[src/rtl/ice_cfg.svh]
/*
 Constants of the indexer command executor: character codes, command
 words, limits and buffer sizing. Assumes ASCII text on the serial link.
*/
`ifndef ICE_CFG_SVH
`define ICE_CFG_SVH
// ==========================================================
// Characters
`define ICE_CH_CR 8'h0d
`define ICE_CH_COMMA 8'h2c
`define ICE_CH_DOT 8'h2e
`define ICE_CH_0 8'h30
`define ICE_CH_9 8'h39
`define ICE_CH_UA 8'h41
`define ICE_CH_UZ 8'h5a
`define ICE_CH_LA 8'h61
`define ICE_CH_LZ 8'h7a
`define ICE_CASE_BIT 8'h20
// ==========================================================
// Command words, last five letters, right aligned
`define ICE_W_TUNE 40'h0054554e45
`define ICE_W_GAIN 40'h4741494e58
`define ICE_W_SAVE 40'h0000005356
`define ICE_W_PAUSE 40'h0000000055
`define ICE_W_CONT 40'h0000000043
`define ICE_W_VEL 40'h0000000056
`define ICE_W_CMODE 40'h0000004d43
`define ICE_W_NMODE 40'h0000004d4e
`define ICE_W_GO 40'h0000000047
`define ICE_W_REPORT 40'h0000000057
`define ICE_REPORT_SEL 16'h0001
// ==========================================================
// Limits, velocity in hundredths of a rev per second
`define ICE_VEL_MAX 24'h001770
`define ICE_VEL_DEF 14'h0064
`define ICE_TUNE_HOP 10'h200
`define ICE_TUNE_RES 14'h3200
`define ICE_TUNE_M_MAX 16'h0003
`define ICE_TUNE_O_MAX 16'h0004
`define ICE_BUF_DEPTH 8
`define ICE_BUF_AW 3
`define ICE_REPORT_BYTES 3'h4
`endif

[src/rtl/ice_pkg.sv]
/*
 Types of the indexer command executor. Assumes ice_cfg.svh beside it.
*/
`include "ice_cfg.svh"
package ice_pkg;
  // ========================================================
  // Commands
  typedef enum logic [3:0] {ICE_CMD_NONE, ICE_CMD_TUNE, ICE_CMD_GAIN,
    ICE_CMD_SAVE, ICE_CMD_PAUSE, ICE_CMD_CONT, ICE_CMD_VEL, ICE_CMD_CMODE,
    ICE_CMD_NMODE, ICE_CMD_GO, ICE_CMD_REPORT} ice_cmd_e;
  typedef struct packed {
    ice_cmd_e code;
    logic [13:0] value;
  } ice_entry_s;
  // ========================================================
  // Decoder state
  typedef struct packed {
    logic [39:0] word;
    logic [15:0] addr;
    logic addr_given;
    logic seen_letter;
    logic [15:0] p1;
    logic [1:0] frac;
    logic dot;
    logic in_p2;
    logic [15:0] p2;
    logic out_valid;
    ice_cmd_e out_code;
    logic [15:0] out_p1;
    logic [1:0] out_frac;
    logic [15:0] out_p2;
  } ice_dec_s;
  // ========================================================
  // Executor state
  typedef struct packed {
    ice_entry_s [`ICE_BUF_DEPTH-1:0] buffer;
    logic [`ICE_BUF_AW-1:0] wr;
    logic [`ICE_BUF_AW-1:0] rd;
    logic [`ICE_BUF_AW:0] cnt;
    logic paused;
    logic waiting;
    logic wait_speed;
    logic reached;
    logic [13:0] vel;
    logic cont_mode;
    logic move_start;
    logic [13:0] move_vel;
    logic moving;
    logic tri_profile;
    logic gain_sel;
    logic tune_start;
    logic [1:0] tune_move;
    logic [2:0] tune_perf;
    logic [9:0] tune_hop;
    logic nv_save;
    logic [31:0] pos;
    logic [31:0] shot;
    logic [2:0] tx_left;
    logic tx_valid;
    logic [7:0] tx_byte;
  } ice_exe_s;
endpackage

[src/rtl/ice_cmd_if.sv]
/*
 Decoded command channel from the text decoder to the executor.
 Assumes both ends share one clock; valid is a one-cycle pulse.
*/
`timescale 1ns/1ps
interface ice_cmd_if;
  import ice_pkg::*;
  logic valid;
  ice_cmd_e code;
  logic [15:0] p1;
  logic [1:0] frac;
  logic [15:0] p2;
  modport dec (output valid, output code, output p1, output frac,
    output p2);
  modport exe (input valid, input code, input p1, input frac, input p2);
endinterface

[src/rtl/ice_text_dec.sv]
/*
 Text decoder: turns received characters into decoded commands.
 Assumes bytes arrive already deserialised, on the same clock.
*/
`timescale 1ns/1ps
`include "ice_cfg.svh"
module ice_text_dec
  import ice_pkg::*;
(
  input wire logic clk, // System clock
  input wire logic rst_n, // Async reset, low
  input wire logic rx_valid, // Character strobe
  input wire logic [7:0] rx_byte, // Character
  input wire logic [7:0] unit_addr, // Own unit address
  ice_cmd_if.dec cmd // Decoded command out
);
  ice_dec_s s_r;
  ice_dec_s s_nxt;
  logic [7:0] ch;
  logic [15:0] dig;
  ice_cmd_e found;

  // ========================================================
  // Word lookup, lower case folded beforehand
  always_comb
  begin
    ch = rx_byte;
    if (rx_byte >= `ICE_CH_LA && rx_byte <= `ICE_CH_LZ)
      ch = rx_byte & ~`ICE_CASE_BIT;
    dig = {8'h00, rx_byte - `ICE_CH_0};
    case (s_r.word)
      `ICE_W_TUNE: found = ICE_CMD_TUNE;
      `ICE_W_GAIN: found = ICE_CMD_GAIN;
      `ICE_W_SAVE: found = ICE_CMD_SAVE;
      `ICE_W_PAUSE: found = ICE_CMD_PAUSE;
      `ICE_W_CONT: found = ICE_CMD_CONT;
      `ICE_W_VEL: found = ICE_CMD_VEL;
      `ICE_W_CMODE: found = ICE_CMD_CMODE;
      `ICE_W_NMODE: found = ICE_CMD_NMODE;
      `ICE_W_GO: found = ICE_CMD_GO;
      `ICE_W_REPORT: found = (s_r.p1 == `ICE_REPORT_SEL) ?
        ICE_CMD_REPORT : ICE_CMD_NONE;
      default: found = ICE_CMD_NONE;
    endcase
  end

  // ========================================================
  // Character parser; nothing issues before the carriage return
  always_comb
  begin
    s_nxt = s_r;
    s_nxt.out_valid = 1'b0;
    if (rx_valid)
    begin
      if (rx_byte == `ICE_CH_CR)
      begin
        // Foreign address: swallow, the unit it names will answer
        s_nxt.out_valid = s_r.seen_letter && (found != ICE_CMD_NONE) &&
          (!s_r.addr_given || s_r.addr == {8'h00, unit_addr});
        s_nxt.out_code = found;
        s_nxt.out_p1 = s_r.p1;
        s_nxt.out_frac = s_r.frac;
        s_nxt.out_p2 = s_r.p2;
        s_nxt.word = '0;
        s_nxt.addr = '0;
        s_nxt.addr_given = 1'b0;
        s_nxt.seen_letter = 1'b0;
        s_nxt.p1 = '0;
        s_nxt.p2 = '0;
        s_nxt.frac = '0;
        s_nxt.dot = 1'b0;
        s_nxt.in_p2 = 1'b0;
      end
      else if (ch >= `ICE_CH_UA && ch <= `ICE_CH_UZ)
      begin
        s_nxt.seen_letter = 1'b1;
        s_nxt.word = {s_r.word[31:0], ch};
      end
      else if (rx_byte >= `ICE_CH_0 && rx_byte <= `ICE_CH_9)
      begin
        if (!s_r.seen_letter)
        begin
          s_nxt.addr_given = 1'b1;
          s_nxt.addr = 16'(s_r.addr * 16'h000a + dig);
        end
        else if (s_r.in_p2)
          s_nxt.p2 = 16'(s_r.p2 * 16'h000a + dig);
        else if (!s_r.dot || s_r.frac != 2'h2)
        begin
          // Digits past the hundredths are dropped
          s_nxt.p1 = 16'(s_r.p1 * 16'h000a + dig);
          if (s_r.dot)
            s_nxt.frac = s_r.frac + 2'h1;
        end
      end
      else if (rx_byte == `ICE_CH_COMMA)
        s_nxt.in_p2 = 1'b1;
      else if (rx_byte == `ICE_CH_DOT)
        s_nxt.dot = 1'b1;
    end
  end

  // State register
  always_ff @(posedge clk or negedge rst_n)
  begin
    if (!rst_n)
      s_r <= '0;
    else
      s_r <= s_nxt;
  end

  assign cmd.valid = s_r.out_valid;
  assign cmd.code = s_r.out_code;
  assign cmd.p1 = s_r.out_p1;
  assign cmd.frac = s_r.out_frac;
  assign cmd.p2 = s_r.out_p2;
endmodule

[src/rtl/ice_exec.sv]
/*
 Indexer command executor: command buffer, pause and continue, move
 mode gating, velocity, self-tune setup, gain set choice, save strobe and
 the binary position report. Assumes the motion generator, step feedback
 and serial transmitter run on the same clock.
*/
`timescale 1ns/1ps
`include "ice_cfg.svh"
// Function
// Tune move 1 to-and-fro, 2 clockwise, 3 anticlockwise, 512-step hops.
// Tune performance option 1 to 4 selects the closed-loop character.
// Tuned and user gain sets kept apart; switch command picks one.
// Save command stores the self-tuned gains into non-volatile memory.
// Pause lets the current command finish, then stops further processing.
// Buffer kept while paused; continue resumes exactly where it stopped.
// Velocity 0.00 to 60.00 rps, default 1, buffered, used by go.
// Move too short for set speed gives a triangular profile.
// Continuous mode: next buffered command waits for set speed.
// Normal mode: next buffered command waits for move completion.
// Report gives steps since motion start, or last move when stopped.
// Report is four bytes, one 32-bit value, most significant first.
// Report is two's complement; negative moves set bit 31.
// Report carries no leading asterisk, for fastest response.
// Host never asks for the report on a daisy-chained link.
// Commands are addressed ASCII text ended by carriage return.
module ice_exec
  import ice_pkg::*;
(
  input wire logic clk, // System clock, 100 MHz
  input wire logic rst_n, // Async reset, low
  input wire logic rx_valid, // Received character strobe
  input wire logic [7:0] rx_byte, // Received character
  input wire logic [7:0] unit_addr, // Own unit address
  input wire logic step_pulse, // One step travelled
  input wire logic step_neg, // Step is in the negative direction
  input wire logic at_speed, // Motor has reached set speed
  input wire logic move_done, // Move fully completed
  input wire logic tx_ready, // Transmitter takes tx_byte
  output logic tx_valid, // Report byte valid
  output logic [7:0] tx_byte, // Report byte
  output logic move_start, // Go pulse to the motion generator
  output logic [13:0] move_vel, // Peak speed, 0.01 rps units
  output logic cont_mode, // Continuous move mode active
  output logic paused, // Execution suspended
  output logic tri_profile, // Last move ended below set speed
  output logic gain_sel, // 1: self-tuned set, 0: user set
  output logic tune_start, // Self-tune start pulse
  output logic [1:0] tune_move, // Tune move type
  output logic [2:0] tune_perf, // Tune performance option
  output logic [9:0] tune_hop, // Tune hop length in steps
  output logic nv_save // Save-to-memory pulse
);
  ice_exe_s s_r;
  ice_exe_s s_nxt;
  ice_cmd_if cmd ();
  ice_entry_s head;
  ice_entry_s entry;
  logic [23:0] vel_scaled;
  logic push;
  logic pop;
  logic report_go;
  logic [15:0] tm;
  logic [15:0] to;

  ice_text_dec u_dec (
    .clk(clk),
    .rst_n(rst_n),
    .rx_valid(rx_valid),
    .rx_byte(rx_byte),
    .unit_addr(unit_addr),
    .cmd(cmd)
  );

  // ========================================================
  // Command sorting; a zero tune field means its default of 1
  always_comb
  begin
    head = s_r.buffer[s_r.rd];
    case (cmd.frac)
      2'h0: vel_scaled = 24'(cmd.p1 * 24'h000064);
      2'h1: vel_scaled = 24'(cmd.p1 * 24'h00000a);
      default: vel_scaled = {8'h00, cmd.p1};
    endcase
    tm = (cmd.p1 == 16'h0000) ? 16'h0001 : cmd.p1;
    to = (cmd.p2 == 16'h0000) ? 16'h0001 : cmd.p2;
    entry.code = cmd.code;
    entry.value = vel_scaled[13:0];
    // Out-of-range speeds are dropped rather than clipped
    push = cmd.valid && s_r.cnt != (`ICE_BUF_AW+1)'(`ICE_BUF_DEPTH) &&
      ((cmd.code == ICE_CMD_VEL && vel_scaled <= `ICE_VEL_MAX) ||
      cmd.code == ICE_CMD_CMODE || cmd.code == ICE_CMD_NMODE ||
      cmd.code == ICE_CMD_GO);
    pop = !s_r.paused && !s_r.waiting && s_r.cnt != '0;
    report_go = cmd.valid && cmd.code == ICE_CMD_REPORT &&
      s_r.tx_left == '0 && !s_r.tx_valid;
  end

  // ========================================================
  // Executor
  always_comb
  begin
    s_nxt = s_r;
    s_nxt.move_start = 1'b0;
    s_nxt.tune_start = 1'b0;
    s_nxt.nv_save = 1'b0;
    // Move tracking and hold-off release
    if (at_speed && s_r.moving)
      s_nxt.reached = 1'b1;
    if (move_done && s_r.moving)
    begin
      s_nxt.moving = 1'b0;
      s_nxt.tri_profile = !(s_r.reached || at_speed);
    end
    if (s_r.waiting && (move_done || (s_r.wait_speed && at_speed)))
      s_nxt.waiting = 1'b0;
    // Step count; it stands after the move as its distance
    if (step_pulse)
      s_nxt.pos = step_neg ? s_r.pos - 32'h1 : s_r.pos + 32'h1;
    // Buffer head
    if (pop)
    begin
      s_nxt.rd = s_r.rd + 1'b1;
      case (head.code)
        ICE_CMD_VEL: s_nxt.vel = head.value;
        ICE_CMD_CMODE: s_nxt.cont_mode = 1'b1;
        ICE_CMD_NMODE: s_nxt.cont_mode = 1'b0;
        ICE_CMD_GO:
        begin
          s_nxt.move_start = 1'b1;
          s_nxt.move_vel = s_r.vel;
          s_nxt.moving = 1'b1;
          s_nxt.reached = 1'b0;
          s_nxt.waiting = 1'b1;
          s_nxt.wait_speed = s_r.cont_mode;
          s_nxt.pos = '0;
        end
        default: s_nxt.rd = s_r.rd + 1'b1;
      endcase
    end
    if (push)
    begin
      s_nxt.buffer[s_r.wr] = entry;
      s_nxt.wr = s_r.wr + 1'b1;
    end
    s_nxt.cnt = s_r.cnt + (`ICE_BUF_AW+1)'(push) - (`ICE_BUF_AW+1)'(pop);
    // Immediate commands
    if (cmd.valid)
    begin
      case (cmd.code)
        ICE_CMD_PAUSE: s_nxt.paused = 1'b1;
        ICE_CMD_CONT: s_nxt.paused = 1'b0;
        ICE_CMD_GAIN: s_nxt.gain_sel = cmd.p1[0];
        ICE_CMD_SAVE: s_nxt.nv_save = 1'b1;
        ICE_CMD_TUNE:
        begin
          if (tm <= `ICE_TUNE_M_MAX && to <= `ICE_TUNE_O_MAX)
          begin
            s_nxt.tune_start = 1'b1;
            s_nxt.tune_move = tm[1:0];
            s_nxt.tune_perf = to[2:0];
            s_nxt.tune_hop = `ICE_TUNE_HOP;
          end
        end
        default: s_nxt.paused = s_r.paused;
      endcase
    end
    // Report: four raw bytes, high byte first, nothing in front
    if (s_r.tx_valid && tx_ready)
      s_nxt.tx_valid = 1'b0;
    if (s_r.tx_left != '0 && (!s_r.tx_valid || tx_ready))
    begin
      s_nxt.tx_valid = 1'b1;
      s_nxt.tx_byte = s_r.shot[31:24];
      s_nxt.shot = {s_r.shot[23:0], 8'h00};
      s_nxt.tx_left = s_r.tx_left - 3'h1;
    end
    if (report_go)
    begin
      s_nxt.shot = s_r.pos;
      s_nxt.tx_left = `ICE_REPORT_BYTES;
    end
  end

  // State register; only the default speed is non-zero at reset
  always_ff @(posedge clk or negedge rst_n)
  begin
    if (!rst_n)
    begin
      s_r <= '0;
      s_r.vel <= `ICE_VEL_DEF;
    end
    else
      s_r <= s_nxt;
  end

  assign tx_valid = s_r.tx_valid;
  assign tx_byte = s_r.tx_byte;
  assign move_start = s_r.move_start;
  assign move_vel = s_r.move_vel;
  assign cont_mode = s_r.cont_mode;
  assign paused = s_r.paused;
  assign tri_profile = s_r.tri_profile;
  assign gain_sel = s_r.gain_sel;
  assign tune_start = s_r.tune_start;
  assign tune_move = s_r.tune_move;
  assign tune_perf = s_r.tune_perf;
  assign tune_hop = s_r.tune_hop;
  assign nv_save = s_r.nv_save;
endmodule

[config.mk]
export PLATFORM = sky130hd
export DESIGN_NAME = ice_exec
export DESIGN_NICKNAME = d
export VERILOG_FILES = /design/src/rtl/ice_pkg.sv /design/src/rtl/ice_cmd_if.sv /design/src/rtl/ice_text_dec.sv /design/src/rtl/ice_exec.sv
export VERILOG_INCLUDE_DIRS = /design/src /design/src/rtl
export SDC_FILE = /design/constraint.sdc
export NUM_CORES = 1
export LEC_CHECK = 0
export BUFFER_PORTS_ARGS = -buffer_cell sky130_fd_sc_hd__buf_2
export CORE_MARGIN = 3
export CORE_UTILIZATION = 25
export CTS_BUF_LIST = sky130_fd_sc_hd__clkbuf_8
export DETAILED_ROUTE_END_ITERATION = 8
export SKIP_LAST_GASP = 1
export SLEW_MARGIN = 10
export SYNTH_ARGS = -nofsm -noshare
export SYNTH_HDL_FRONTEND = slang
export SYNTH_SLANG_ARGS = --single-unit
export TNS_END_PERCENT = 5
[constraint.sdc]
create_clock -name clk -period 11.1 [get_ports clk]
set_clock_uncertainty 0.15 [all_clocks]
set_input_delay 1.665 -clock clk [delete_from_list [all_inputs] [get_ports clk]]
set_output_delay 1.665 -clock clk [all_outputs]
set_load 0.05 [all_outputs]
# --- Word level (Yosys, flattened, before mapping) ---
# Index checks and enable logic that the tools add are counted.
totals:
  register_bits: 408
  input_bits: 24
  output_inout_bits: 45
classes:
  addsub: 12
  multipliers: 5
  magnitude_cmp: 12
  n_eq_ne: 37
  muxes: 52
  reduce_logical: 68
op_table:
  columns: ["op", "n"]
  rows:
  - ["40-bit by 7-bit == test with 1-bit output, second input constant", 5]
  - ["144-bit bitwise mux", 1]
  - ["16-bit 2-to-1 mux", 8]
  - ["32-bit 2-to-1 mux", 4]
  - ["40-bit by 15-bit == test with 1-bit output, second input constant", 3]
  - ["18-bit 2-to-1 mux", 6]
  - ["94-bit 2-to-1 mux", 1]
  - ["39-bit 2-to-1 mux", 2]
  - ["17-bit 2-to-1 mux", 4]
  - ["18-bit binary-select mux with 3-bit select", 1]
  - ["18-bit demux with 3-bit select", 1]
  - ["16-bit by 8-bit adder with 16-bit output", 3]
  - ["16-bit by 3-bit multiplier with 15-bit output, second input constant", 3]
  - ["23-bit case mux with 2 select lines", 1]
  - ["44-bit 2-to-1 mux", 1]
  - ["40-bit by 31-bit == test with 1-bit output, second input constant", 1]
  - ["40-bit by 39-bit == test with 1-bit output, second input constant", 1]
  - ["40-bit 2-to-1 mux", 1]
  - ["4-bit case mux with 10 select lines", 1]
  - ["36-bit 2-to-1 mux", 1]
  - ["35-bit 2-to-1 mux", 1]
  - ["34-bit 2-to-1 mux", 1]
  - ["32-bit by 1-bit adder with 32-bit output, second input constant", 1]
  - ["16-bit zero test", 2]
  - ["other kinds (51)", 132]

# --- Logic depth before layout (Yosys ltp) ---
# Gate-level depths: netlist of the first run.
depth:
  word_depth: 10
  depth_mapped: 26

# --- Modules after synthesis ---
# From an unflattened synthesis of the first run, not the netlist that was laid out.
hier_totals:
  hier_cells: 2507
  area_unflattened_um2: 26150.1
by_module_without_submodules:
  columns: ["mod", "n_inst", "cells_per_inst", "area_each_um2", "seq_area_each_um2"]
  rows:
  - ["ice_exec", 1, 1495, 16859.9, 6885.4]
  - ["ice_text_dec", 1, 1012, 9290.2, 3328.2]

# --- Worst setup path before layout of the first run ---
# Ideal clock, no wire load.
synth_path:
  path_kind: "register -> register"
  startpoint: "register u_dec.s_r, in the netlist u_dec.cmd.p1[2]"
  endpoint: "register s_r[132] in the netlist's numbering"
  t_arrival_ns: 5.231
  path_slack_ns: 5.596
  stages_incl_launch_ff: 23
  path_buffers: 2
  period_less_slack_ns: 5.504
  cell_sequence: "dfrtp_1 -> inv_1 -> ha_1 -> ha_1 -> fa_1 -> ha_1 -> o21ai_1 -> o21bai_1 -> a2111oi_2 -> nor3_1 -> a221o_1 -> a31oi_1 -> nand4_1 -> or3_1 -> buf_6 -> nand2_1 -> buf_2 -> inv_1 -> ha_1 -> inv_1 -> ha_1 -> fa_1 -> xor2_1"
synth_rtl:
  columns: ["element", "line", "source"]
  rows:
  - ["start: declaration", "ice_text_dec.sv:17", "ice_dec_s s_r;"]
  - ["start signal: assignment", "ice_text_dec.sv:109", "s_r <= s_nxt;"]
  - ["end signal: assignment", "ice_exec.sv:193", "s_r <= s_nxt;"]
  - ["end: declaration", "ice_exec.sv:53", "ice_exe_s s_r;"]

==> results of run 1 <==
==> metrics by stage <==
| stage | total power [mW] | utilization (%) | area (sq um) | hold slack, ps |
|---|---|---|---|---|
| after detailed placement | 3.12 | 26.9 | 27100 | 297 |
| after CTS | 4.59 | 28.4 | 28600 | 308 |
| final | 4.54 | 28.4 | 28600 | 311 |
| after global routing | 4.87 | 28.4 | 28600 | 323 |
| after floorplan | 2.81 | - | 25600 | 281 |
| after global placement | 3.10 | 26.9 | 27100 | 289 |
==> flip-flops by register name, indices dropped and copies added (netlist names), 2 cells and up <==
register / cells
s_r: 239
u_dec.cmd.p2: 16
u_dec.s_r: 94
u_dec.cmd.p1: 16
tune_perf: 3
tune_move: 2
u_dec.cmd.code: 4
u_dec.cmd.frac: 2
tx_byte: 8
move_vel: 14
==> Yosys cell counts (9+ instances only) <==
cell	instances
a211oi_1	10
a21o_1	29
a21oi_1	80
a22o_1	23
a22oi_1	25
a31oi_1	11
a32o_1	9
and2_1	13
and3_1	14
buf_1	11
buf_4	42
clkbuf_1	73
dfrtp_1	405
fa_1	20
ha_1	225
inv_1	126
mux2_2	120
mux2_4	21
mux2i_1	52
mux4_2	36
nand2_1	377
nand2b_1	15
nand3_1	82
nand4_1	19
nor2_1	131
nor2b_1	26
nor3_1	27
nor3b_1	11
nor4_1	28
o21a_1	18
o21ai_0	130
o21ai_1	10
o21bai_1	15
o31ai_1	22
o41ai_1	12
xnor2_1	81
xor2_1	38
==> per-layer routing <==
| layer | global-route usage, % | part of all wire, % |
|---|---|---|
| met1 | 16.0 | 48 |
| met2 | 17.9 | 45 |
| met3 | 2.27 | 4.5 |
| met4 | 3.08 | 2.1 |
| met5 | 0 | 0 |
==> power groups by stage <==
stage          combinational [mW]  clock (mW)  sequential [mW]
2_1_floorplan                1.07           0             1.74
3_3_place_gp                 1.30           0             1.80
3_5_place_dp                 1.32           0             1.80
4_1_cts                      1.33        1.49             1.78
5_1_grt                      1.52        1.56             1.80
6_report                     1.32        1.44             1.78
==> path summary, 6_finish.rpt <==
kind / startpoint / to / slack [ps] / cells after the start
worst max-delay path: u_dec.cmd.p1[2]$_DFFE_PN0P_ / s_r[133]$_DFF_PN0_ / 4820 / 21
worst min-delay path: s_r[126]$_DFF_PN0_ / tri_profile$_DFFE_PN0P_ / 310 / 1
worst max register to register: u_dec.cmd.p1[2]$_DFFE_PN0P_ / s_r[133]$_DFF_PN0_ / 4820 / 21
worst min register to register: s_r[126]$_DFF_PN0_ / tri_profile$_DFFE_PN0P_ / 310 / 1
max in group asynchronous: rst_n / tune_hop[9]$_DFFE_PN0P_ / 7770 / 3
min in group asynchronous: rst_n / s_r[128]$_DFF_PN0_ / 790 / 1
==> critical path, stage by stage (launching register included) <==
cell,delay (ps)
dfrtp_1,490
inv_1,110
ha_1,330
ha_1,320
fa_1,460
ha_1,350
o21ai_1,110
o21bai_1,240
a21oi_1,120
xor2_1,150
a221oi_1,910
o21ai_0,250
nand4_1,230
or3_1,440
nand2_1,420
inv_1,150
ha_1,150
inv_1,60
ha_1,260
a21o_1,180
a21oi_1,170
xor2_1,150
==> kinds of logic after synthesis <==
| kind of cell | Yosys count |
|---|---|
| other | 1 |
| AND/OR/NAND/NOR | 787 |
| AO/OA/AOI/OAI | 479 |
| adder cells (fa/ha/maj) | 245 |
| buffers and inverters | 260 |
| multiplexers | 229 |
| flip-flops | 408 |
| XOR/XNOR | 120 |
==> cell usage in the layout, fill, tap and decap left out, types with 12 or more instances in the layout <==
master and n:
nand3_1 82, ha_1 225, nand4_1 19, xor2_1 38, buf_2 58, xnor2_1 81, buf_4 25, nand2_1 376
nor2b_1 25, o21a_1 18, o31ai_1 22, mux4_2 36, mux2_4 21, and2_1 13, fa_1 20, nor4_1 27
a22oi_1 25, nand2b_1 15, mux2i_1 52, mux2_2 120, dfrtp_1 404, a21oi_1 80, nor3_1 27, a22o_1 23
o21bai_1 15, o41ai_1 12, and3_1 14, nor2_1 129, o21ai_0 130, clkbuf_8 88, a21o_1 29, inv_1 155
==> cell type report <==
type,count,area share [%]
multi-input cells,1869,49.7
flip-flops and latches,408,35.7
well taps,1357,5.93
clock buffers,88,4.23
repair buffers,85,1.79
inverters,127,1.67
clock inverters,41,0.931
diodes,1,0.00875
==> impl_metrics.py, run 1 <==
metrics = {
    "global_route": {
        "antenna_found_initial": 2,
        "grt_pass1_vias": 18800,
        "grt_pass1_wl_mm": 101,
        "grt_overflow": 0,
        "track_usage_pct": 11.4,
        "grt_max_degree": 168,
    },
    "yosys": {
        "ys.flop_type": "dfrtp_1",
        "synth_compound_area_share_pct": 12.9,
        "synthAdderAreaFrac_pct": 12.6,
        "yosysTopAreaCell": "dfrtp_1",
        "synth_top_family_by_area": "simple AND/OR/NAND/NOR gates",
        "synth_top_cell_area_share_pct": 39.6,
        "yosys.area_share.simple_pct": 14.1,
        "seq_area_frac_synth_pct": 39.9,
        "ys_async_sr_fraction_pct": 100,
        "synth-edff-count": 0,
        "yosysWarnings": 0,
        "syn_avg_cell_area_sq_um": 10.1,
        "synthCells": 2529,
        "synth.cell_area_sq_um": 25600,
        "ys_seq_elements": 408,
        "synth.area.top_cells": "dfrtp_1, ha_1, nand2_1, mux2_2, mux4_2",
        "synth_xor_area_share_pct": 4.16,
        "synth.distinct_cells": 89,
        "synthMuxAreaShare_pct": 11.7,
    },
    "clock_network": {
        "cts_sinks": 408,
        "htree_num_levels": 3,
        "post_cts_buffers": 0,
        "clk_pin_slew_worst_paths_ps": 60,
        "cts_tree": "done",
        "cts_buffers": 72,
        "cts_hold_buf": 0,
        "ctsRootBufferMaster": "clkbuf_8",
        "worst_skew_pair.late_latency_ps": 660,
        "postCtsResizedCells": 0,
        "clk_path_buf_depth": 3,
    },
    "detailed_routing": {
        "drc": 0,
        "dr.first_iter.drc_count": 1068,
        "ant_nets": 0,
        "viasPerCell": 4.67,
        "wl_per_cell_um": 15.2,
        "vias": 18600,
        "drtPass1Iterations": 7,
        "wl_mm": 60.6,
    },
    "placed_design": {
        "dp_slack_ps": 4920,
        "placed_cells": 3846,
        "hpwl_mm": 41.6,
        "io_buffers": 59,
        "place_congestion": 0.843,
    },
    "critical_path": {
        "cp_data_required_time_ps": 11510,
        "crit_type": "flop to flop",
        "start_kind": "flop",
        "arrival_ps": 6690,
        "worstSetupEndpointType": "flop",
        "crit_fanout": 13,
    },
    "power": {
        "p_comb_share_pct": 29.1,
        "p_per_area_nw_per_um2": 159,
        "p_clk_share_pct": 31.7,
        "switching_share_pct": 34.3,
        "p_leak_nw": 13.7,
        "ir_worst_vdd_uv": 82.1,
        "p_switching_mw": 1.56,
        "p_int_mw": 2.98,
        "seqPwrFrac_pct": 39.2,
    },
    "sta": {
        "clock.fmax_ghz": 0.159,
        "totalNegativeSetupSlack_ps": 0,
        "finalCritPeriodShare_pct": 56.6,
        "fin_crit_ps": 6280,
        "relSlewSlack_pct": 22.2,
        "finalSetupViolations": 0,
        "final.setup.worst_slack_ps": 4820,
        "tightest_slew_ps": 1160,
        "hold_viol": 0,
        "rsz0062_at_grt": "false",
        "slew_violations": 0,
    },
    "outcome": {
        "outcome": "complete, no violations",
    },
    "die": {
        "die_h_um": 326,
        "ioPinCount": 69,
        "die_area_sq_um": 106000,
        "std_cell_rows": 116,
        "start_util_pct": 25.4,
        "die_w_um": 326,
        "fp.coreArea_sq_um": 101000,
    },
    "hold_path": {
        "hold_class": "flop to flop",
    },
    "final_layout": {
        "seqCellArea_sq_um": 10200,
        "nNetsFinal": 2832,
        "fill_cells": 10700,
        "stdcell_count": 3976,
        "layout-drive-gt1-share_pct": 15.4,
        "multi_input_area_sq_um": 14200,
        "synthToLayoutAreaGrowth_pct": 11.9,
    },
    "job": {
        "max_cap_viol_count": 0,
    },
}
Note: power is estimated with default switching activity, not from simulation.
==> run 2: changes to the inputs <==
--- a/config.mk
+++ b/config.mk
@@ -6,6 +6,7 @@
 export SDC_FILE = /design/constraint.sdc
 export NUM_CORES = 1
 export LEC_CHECK = 0
+export ABC_AREA = 1
 export BUFFER_PORTS_ARGS = -buffer_cell sky130_fd_sc_hd__buf_2
 export CORE_MARGIN = 3
 export CORE_UTILIZATION = 25
==> constraint.sdc (replaced) <==
create_clock -name clk -period 5.6 [get_ports clk]
set_clock_uncertainty 0.15 [all_clocks]
set_input_delay 0.84 -clock clk [delete_from_list [all_inputs] [get_ports clk]]
set_output_delay 0.84 -clock clk [all_outputs]
set_load 0.05 [all_outputs]
==> impl_metrics.py, run 2 <==
metrics = {
    "sta": {
        "totalNegativeSetupSlack_ps": 0,
        "relSlewSlack_pct": 37.6,
        "finalSetupViolations": 0,
        "slew_violations": 0,
        "clock.fmax_ghz": 0.197,
        "holdWs_ps": 50.5,
        "fin_crit_ps": 5080,
        "tightest_slew_ps": 934,
        "rsz0062_at_grt": "false",
        "finalCritPeriodShare_pct": 90.6,
        "hold_viol": 0,
    },
    "placed_design": {
        "hpwl_mm": 49.8,
        "place_congestion": 0.873,
        "io_buffers": 59,
    },
    "clock_network": {
        "clk_path_buf_depth": 3,
        "postCtsResizedCells": 0,
        "ctsRootBufferMaster": "clkbuf_8",
        "clk_pin_slew_worst_paths_ps": 60,
        "cts_tree": "done",
        "cts_hold_buf": 0,
        "cts_sinks": 408,
        "cts_buffers": 75,
        "worst_skew_pair.late_latency_ps": 680,
        "htree_num_levels": 3,
        "post_cts_buffers": 0,
    },
    "critical_path": {
        "r2r_slack_ps": 520,
        "path_common_cell": "nand2_1",
        "worstSetupEndpointType": "flop",
        "max_stage_delay_ps": 540,
        "crit_type": "flop to flop",
        "arrival_ps": 5480,
        "crit_fanout": 148,
        "start_kind": "flop",
        "path_cells": "inv_1 -> ha_1 -> ha_1 -> fa_1 -> ha_1 -> nand2_1 -> nand2_1 -> inv_2 -> nand2_2 -> nand2_1 -> nand2_1 -> o21ai_0 -> nand2_1 -> nor2_1 -> nand2_1 -> nand2_1 -> nand4_2 -> nand3_4 -> buf_12 -> nand3_2 -> nand2_1 -> nand2_1",
        "cp_data_required_time_ps": 6000,
        "crit_slowest_cell": "nand3_2",
        "critical_path_buf_inv_count": 3,
        "path_delay_family": "simple AND/OR/NAND/NOR gates",
    },
    "final_layout": {
        "synthToLayoutAreaGrowth_pct": 11.5,
        "top_register": "s_r",
        "layout_commonest_cell": "nand2_1",
        "fill_cells": 11400,
        "largest_registers": "s_r x239, u_dec.s_r x94",
        "largest_reg_flops": 239,
        "nNetsFinal": 3729,
        "final_cell_mix": "nand2_1, inv_1, dfrtp_1",
        "layout-drive-gt1-share_pct": 7.76,
    },
    "yosys": {
        "yosysTopAreaCell": "dfrtp_1",
        "synthTopCellsByCount": "nand2_1, dfrtp_1, inv_1, nor2_1, o21ai_0",
        "syn_avg_cell_area_sq_um": 7.76,
        "ys_async_sr_fraction_pct": 100,
        "ys.flop_type": "dfrtp_1",
        "ys_seq_elements": 408,
        "synth.area.top_cells": "dfrtp_1, nand2_1, ha_1, inv_1, o21ai_0",
        "synth_top_cell_area_share_pct": 37.9,
        "synthCells": 3445,
        "seq_area_frac_synth_pct": 38.2,
        "synth-edff-count": 0,
        "yosysWarnings": 0,
        "post-synth-top-count-cell": "nand2_1",
        "synth.cell_area_sq_um": 26700,
        "synth.distinct_cells": 60,
    },
    "power": {
        "p_per_area_nw_per_um2": 398,
        "power.total_mw": 11.9,
        "p_leak_nw": 15.2,
        "ir_worst_vdd_uv": 188,
    },
    "detailed_routing": {
        "viasPerCell": 4.71,
        "dr.first_iter.drc_count": 1738,
        "drtPass1Iterations": 6,
        "wl_per_cell_um": 14.7,
        "drc": 0,
        "ant_nets": 0,
        "vias": 23100,
        "wl_mm": 72.0,
    },
    "global_route": {
        "antenna_found_initial": 1,
        "grt_max_degree": 156,
        "grt_pass1_vias": 22300,
        "grt_pass1_wl_mm": 119,
        "grt_use_met2_pct": 20.3,
        "grt_busiest_layer": "met2",
        "grtUsageMet1_pct": 18.1,
        "grt_overflow": 0,
        "track_usage_pct": 12.9,
        "grt_use_met3_pct": 2.17,
    },
    "die": {
        "ioPinCount": 69,
        "die_w_um": 333,
        "start_util_pct": 25.3,
        "die_h_um": 333,
        "die_area_sq_um": 111000,
        "std_cell_rows": 119,
        "fp.coreArea_sq_um": 106000,
    },
    "hold_path": {
        "hold_class": "primary input to asynchronous set/reset pin",
    },
    "outcome": {
        "outcome": "complete, no violations",
    },
    "job": {
        "max_cap_viol_count": 0,
    },
}
-- run 2: cells by family after synthesis --
logic type / after synthesis / synth area share [%]
and+or+nand+nor: 1553 / 25.5
AOI/OAI and AO/OA: 579 / 12.4
buffers and inverters: 578 / 9.16
DFF: 408 / 38.2
adders and majority gates: 245 / 12.0
xor gates and xnor gates: 79 / 2.59
muxes: 2 / 0.0749
other: 1 / 0.0140
-- run 2: worst paths after layout --
path                                        startpoint                            to  cells past startpoint
hold reg to reg                     s_r[126]$_DFF_PN0_       tri_profile$_DFFE_PN0P_                      1
setup / recovery           u_dec.cmd.p1[2]$_DFFE_PN0P_          s_r[229]$_DFFE_PN0P_                     22
max in group asynchronous                        rst_n  u_dec.cmd.p1[15]$_DFFE_PN0P_                      2
setup reg to reg           u_dec.cmd.p1[2]$_DFFE_PN0P_          s_r[229]$_DFFE_PN0P_                     22
min in group clk                             move_done             s_r[95]$_DFF_PN0_                      2
hold / removal                                   rst_n            s_r[9]$_DFFE_PN0P_                      1
-- run 2: power breakdown --
group          switching (mW)  internal (mW)
Combinational            3.42           1.93
Sequential              0.300           3.26
Clock                    1.33           1.63
Total                    5.04           6.82
-- run 2: metrics by stage --
stage / instances / worst slack [ps] / utilization (%) / area (sq um)
2_1_floorplan: 3453 / 889 / - / 26800
6_report: 4908 / 524 / 28.2 / 29800
3_5_place_dp: 4774 / 503 / 26.7 / 28200
4_1_cts: 4907 / 507 / 28.2 / 29800
3_3_place_gp: 4774 / 537 / 26.7 / 28200
5_1_grt: 4908 / 68.7 / 28.2 / 29800
-- run 2: cell type report --
cell class	count	area, sq um	area share [%]
Antenna cell	1	2.50	0.00840
Clock buffer	95	1310	4.39
Clock inverter	38	245	0.823
Inverter	416	1560	5.24
Multi-Input combinational cell	2467	14100	47.4
Sequential cell	408	10200	34.3
Tap cell	1391	1740	5.84
Timing Repair Buffer	92	603	2.02
-- run 2: worst register-to-register path: cells and delay by family, from the launching register on --
| family | cells | cell delay (ps) |
|---|---|---|
| buffers and inverters | 3 | 660 |
| AO/OA/AOI/OAI | 1 | 170 |
| adder cells (fa/ha/maj) | 4 | 1470 |
| AND/OR/NAND/NOR | 14 | 2010 |
| flip-flops | 1 | 490 |
-- run 2: per-layer routing --
metal	up-vias	routed length (um)
met3	107	3890
met1	10900	34300
met2	549	32500
li1	11600	-
met5	-	0
met4	0	1370
==> run 3: changes to the inputs <==
--- a/config.mk
+++ b/config.mk
@@ -9,9 +9,10 @@
 export ABC_AREA = 1
 export BUFFER_PORTS_ARGS = -buffer_cell sky130_fd_sc_hd__buf_2
 export CORE_MARGIN = 3
-export CORE_UTILIZATION = 25
+export CORE_UTILIZATION = 60
 export CTS_BUF_LIST = sky130_fd_sc_hd__clkbuf_8
 export DETAILED_ROUTE_END_ITERATION = 8
+export PLACE_DENSITY = 0.77
 export SKIP_LAST_GASP = 1
 export SLEW_MARGIN = 10
 export SYNTH_ARGS = -nofsm -noshare
==> constraint.sdc (replaced) <==
create_clock -name clk -period 6.5 [get_ports clk]
set_clock_uncertainty 0.15 [all_clocks]
set_input_delay 0.975 -clock clk [delete_from_list [all_inputs] [get_ports clk]]
set_output_delay 0.975 -clock clk [all_outputs]
set_load 0.05 [all_outputs]
==> impl_metrics.py, run 3 (synthesized netlist as in run 2, its figures left out) <==
metrics = {
    "outcome": {
        "outcome": "complete, no violations",
    },
    "clock_network": {
        "clk_pin_slew_worst_paths_ps": 60,
        "ctsRootBufferMaster": "clkbuf_8",
        "cts_buffers": 71,
        "postCtsResizedCells": 0,
        "worst_skew_pair.late_latency_ps": 660,
        "clk_path_buf_depth": 3,
        "cts_tree": "done",
        "cts_hold_buf": 0,
        "post_cts_buffers": 0,
        "htree_num_levels": 3,
        "cts_sinks": 408,
    },
    "sta": {
        "tightest_slew_ps": 1260,
        "fin_crit_ps": 5390,
        "rsz0062_at_grt": "false",
        "totalNegativeSetupSlack_ps": 0,
        "clock.fmax_ghz": 0.186,
        "finalSetupViolations": 0,
        "final.setup.worst_slack_ps": 1110,
        "hold_viol": 0,
        "slew_violations": 0,
        "relSlewSlack_pct": 16.1,
        "finalCritPeriodShare_pct": 82.9,
    },
    "detailed_routing": {
        "vias": 23800,
        "dr.first_iter.drc_count": 2223,
        "drtPass1Iterations": 6,
        "wl_mm": 69.7,
        "viasPerCell": 5.84,
        "wl_per_cell_um": 17.1,
        "ant_nets": 0,
        "drc": 0,
    },
    "global_route": {
        "grt_pass1_vias": 23500,
        "grt_overflow": 0,
        "grt_max_degree": 167,
        "antenna_found_initial": 0,
        "grt_pass1_wl_mm": 115,
        "track_usage_pct": 29.5,
    },
    "power": {
        "power.total_mw": 10.1,
        "p_per_area_nw_per_um2": 353,
        "p_leak_nw": 15.0,
        "ir_worst_vdd_uv": 486,
    },
    "job": {
        "max_cap_viol_count": 0,
    },
    "final_layout": {
        "fill_cells": 3748,
        "diodes": 0,
        "largest_reg_flops": 239,
        "final_cell_mix": "nand2_1, inv_1, dfrtp_1",
        "final_core_util_pct": 65.5,
        "multi_input_area_sq_um": 14100,
        "seqCellArea_sq_um": 10200,
        "layout-drive-gt1-share_pct": 7.33,
        "synthToLayoutAreaGrowth_pct": 6.77,
        "final_area_sq_um": 28500,
        "largest_registers": "s_r x239, u_dec.s_r x94",
        "top_register": "s_r",
        "nNetsFinal": 3717,
        "layout_commonest_cell": "nand2_1",
    },
    "critical_path": {
        "path_delay_family": "simple AND/OR/NAND/NOR gates",
        "reg2regPathDepth": 25,
        "critical_path_depth": 25,
        "max_stage_delay_ps": 560,
        "crit_type": "flop to flop",
        "path_common_cell": "nand2_1",
        "r2r_slack_ps": 1110,
        "worstSetupEndpointType": "flop",
        "arrival_ps": 5770,
        "critical_path_buf_inv_count": 5,
        "start_kind": "flop",
        "cp_data_required_time_ps": 6880,
        "crit_end": "s_r[217]$_DFFE_PN0P_",
        "worst_r2r_endpoint": "s_r[217]$_DFFE_PN0P_",
        "crit_slowest_cell": "nand3_2",
        "cp-startpoint": "u_dec.cmd.p1[5]$_DFFE_PN0P_",
        "crit_fanout": 148,
        "timing.rr.start": "u_dec.cmd.p1[5]$_DFFE_PN0P_",
    },
    "placed_design": {
        "hpwl_mm": 48.8,
        "postPlaceCellArea_sq_um": 27100,
        "place_congestion": 0.954,
        "dp_slack_ps": 1260,
        "io_buffers": 59,
    },
    "hold_path": {
        "hold_class": "primary input to asynchronous set/reset pin",
    },
    "die": {
        "die_area_sq_um": 47100,
        "die_w_um": 217,
        "die_h_um": 217,
        "ioPinCount": 69,
        "std_cell_rows": 76,
        "start_util_pct": 61.4,
        "fp.coreArea_sq_um": 43600,
    },
}
-- run 3: worst register-to-register path, stage by stage (launching register included) --
cell	delay (ps)
dfrtp_1	540
inv_1	130
ha_1	310
ha_1	290
inv_1	50
fa_1	500
inv_1	40
ha_1	350
nand2_1	80
nand2_1	70
nand2_1	60
nand2_1	60
inv_1	50
nand2_1	70
or2_1	210
nand3_1	70
nand2_1	60
nor2_2	100
nand3_1	70
nor2_1	160
nand4_2	170
nand3_4	120
buf_12	450
nand3_2	740
nand2_1	240
nand2_1	80
-- run 3: layer usage --
layer  routed length (um)  part of all wire [%]  track usage [%]
met5                    0                     0                0
met4                 2790                   4.0             12.1
met3                 4300                   6.2             4.83
met2                33400                    48             50.1
met1                29200                    42             37.7
-- run 3: how the worst min path moves through the flow --
stage                                    to  slack [ps]
finish                    s_r[61]$_DFF_PN0_         240
global route              s_r[61]$_DFF_PN0_         260
detailed placement  tri_profile$_DFFE_PN0P_         300
CTS                       s_r[63]$_DFF_PN0_         230
floorplan           tri_profile$_DFFE_PN0P_         280
global placement    tri_profile$_DFFE_PN0P_         290
-- run 3: cell type report --
| type | instances | area share, % |
|---|---|---|
| Multi-Input combinational cell | 2467 | 49.5 |
| Sequential cell | 408 | 35.8 |
| Inverter | 416 | 5.48 |
| Clock buffer | 89 | 4.29 |
| Tap cell | 585 | 2.57 |
| Timing Repair Buffer | 84 | 1.82 |
| Clock inverter | 28 | 0.557 |
-- run 3: power breakdown --
part           leakage [nW]  internal, mW  switching [mW]
logic                  8.96          1.66            3.00
registers              5.32          2.81           0.267
clock network         0.768          1.26            1.07
-- run 3: metrics by stage --
stage                     hold WS (ps)  std cells
after floorplan                    281       3453
after CTS                          229       4077
final                              239       4077
after global routing               265       4077
after global placement             286       3960
after detailed placement           297       3960
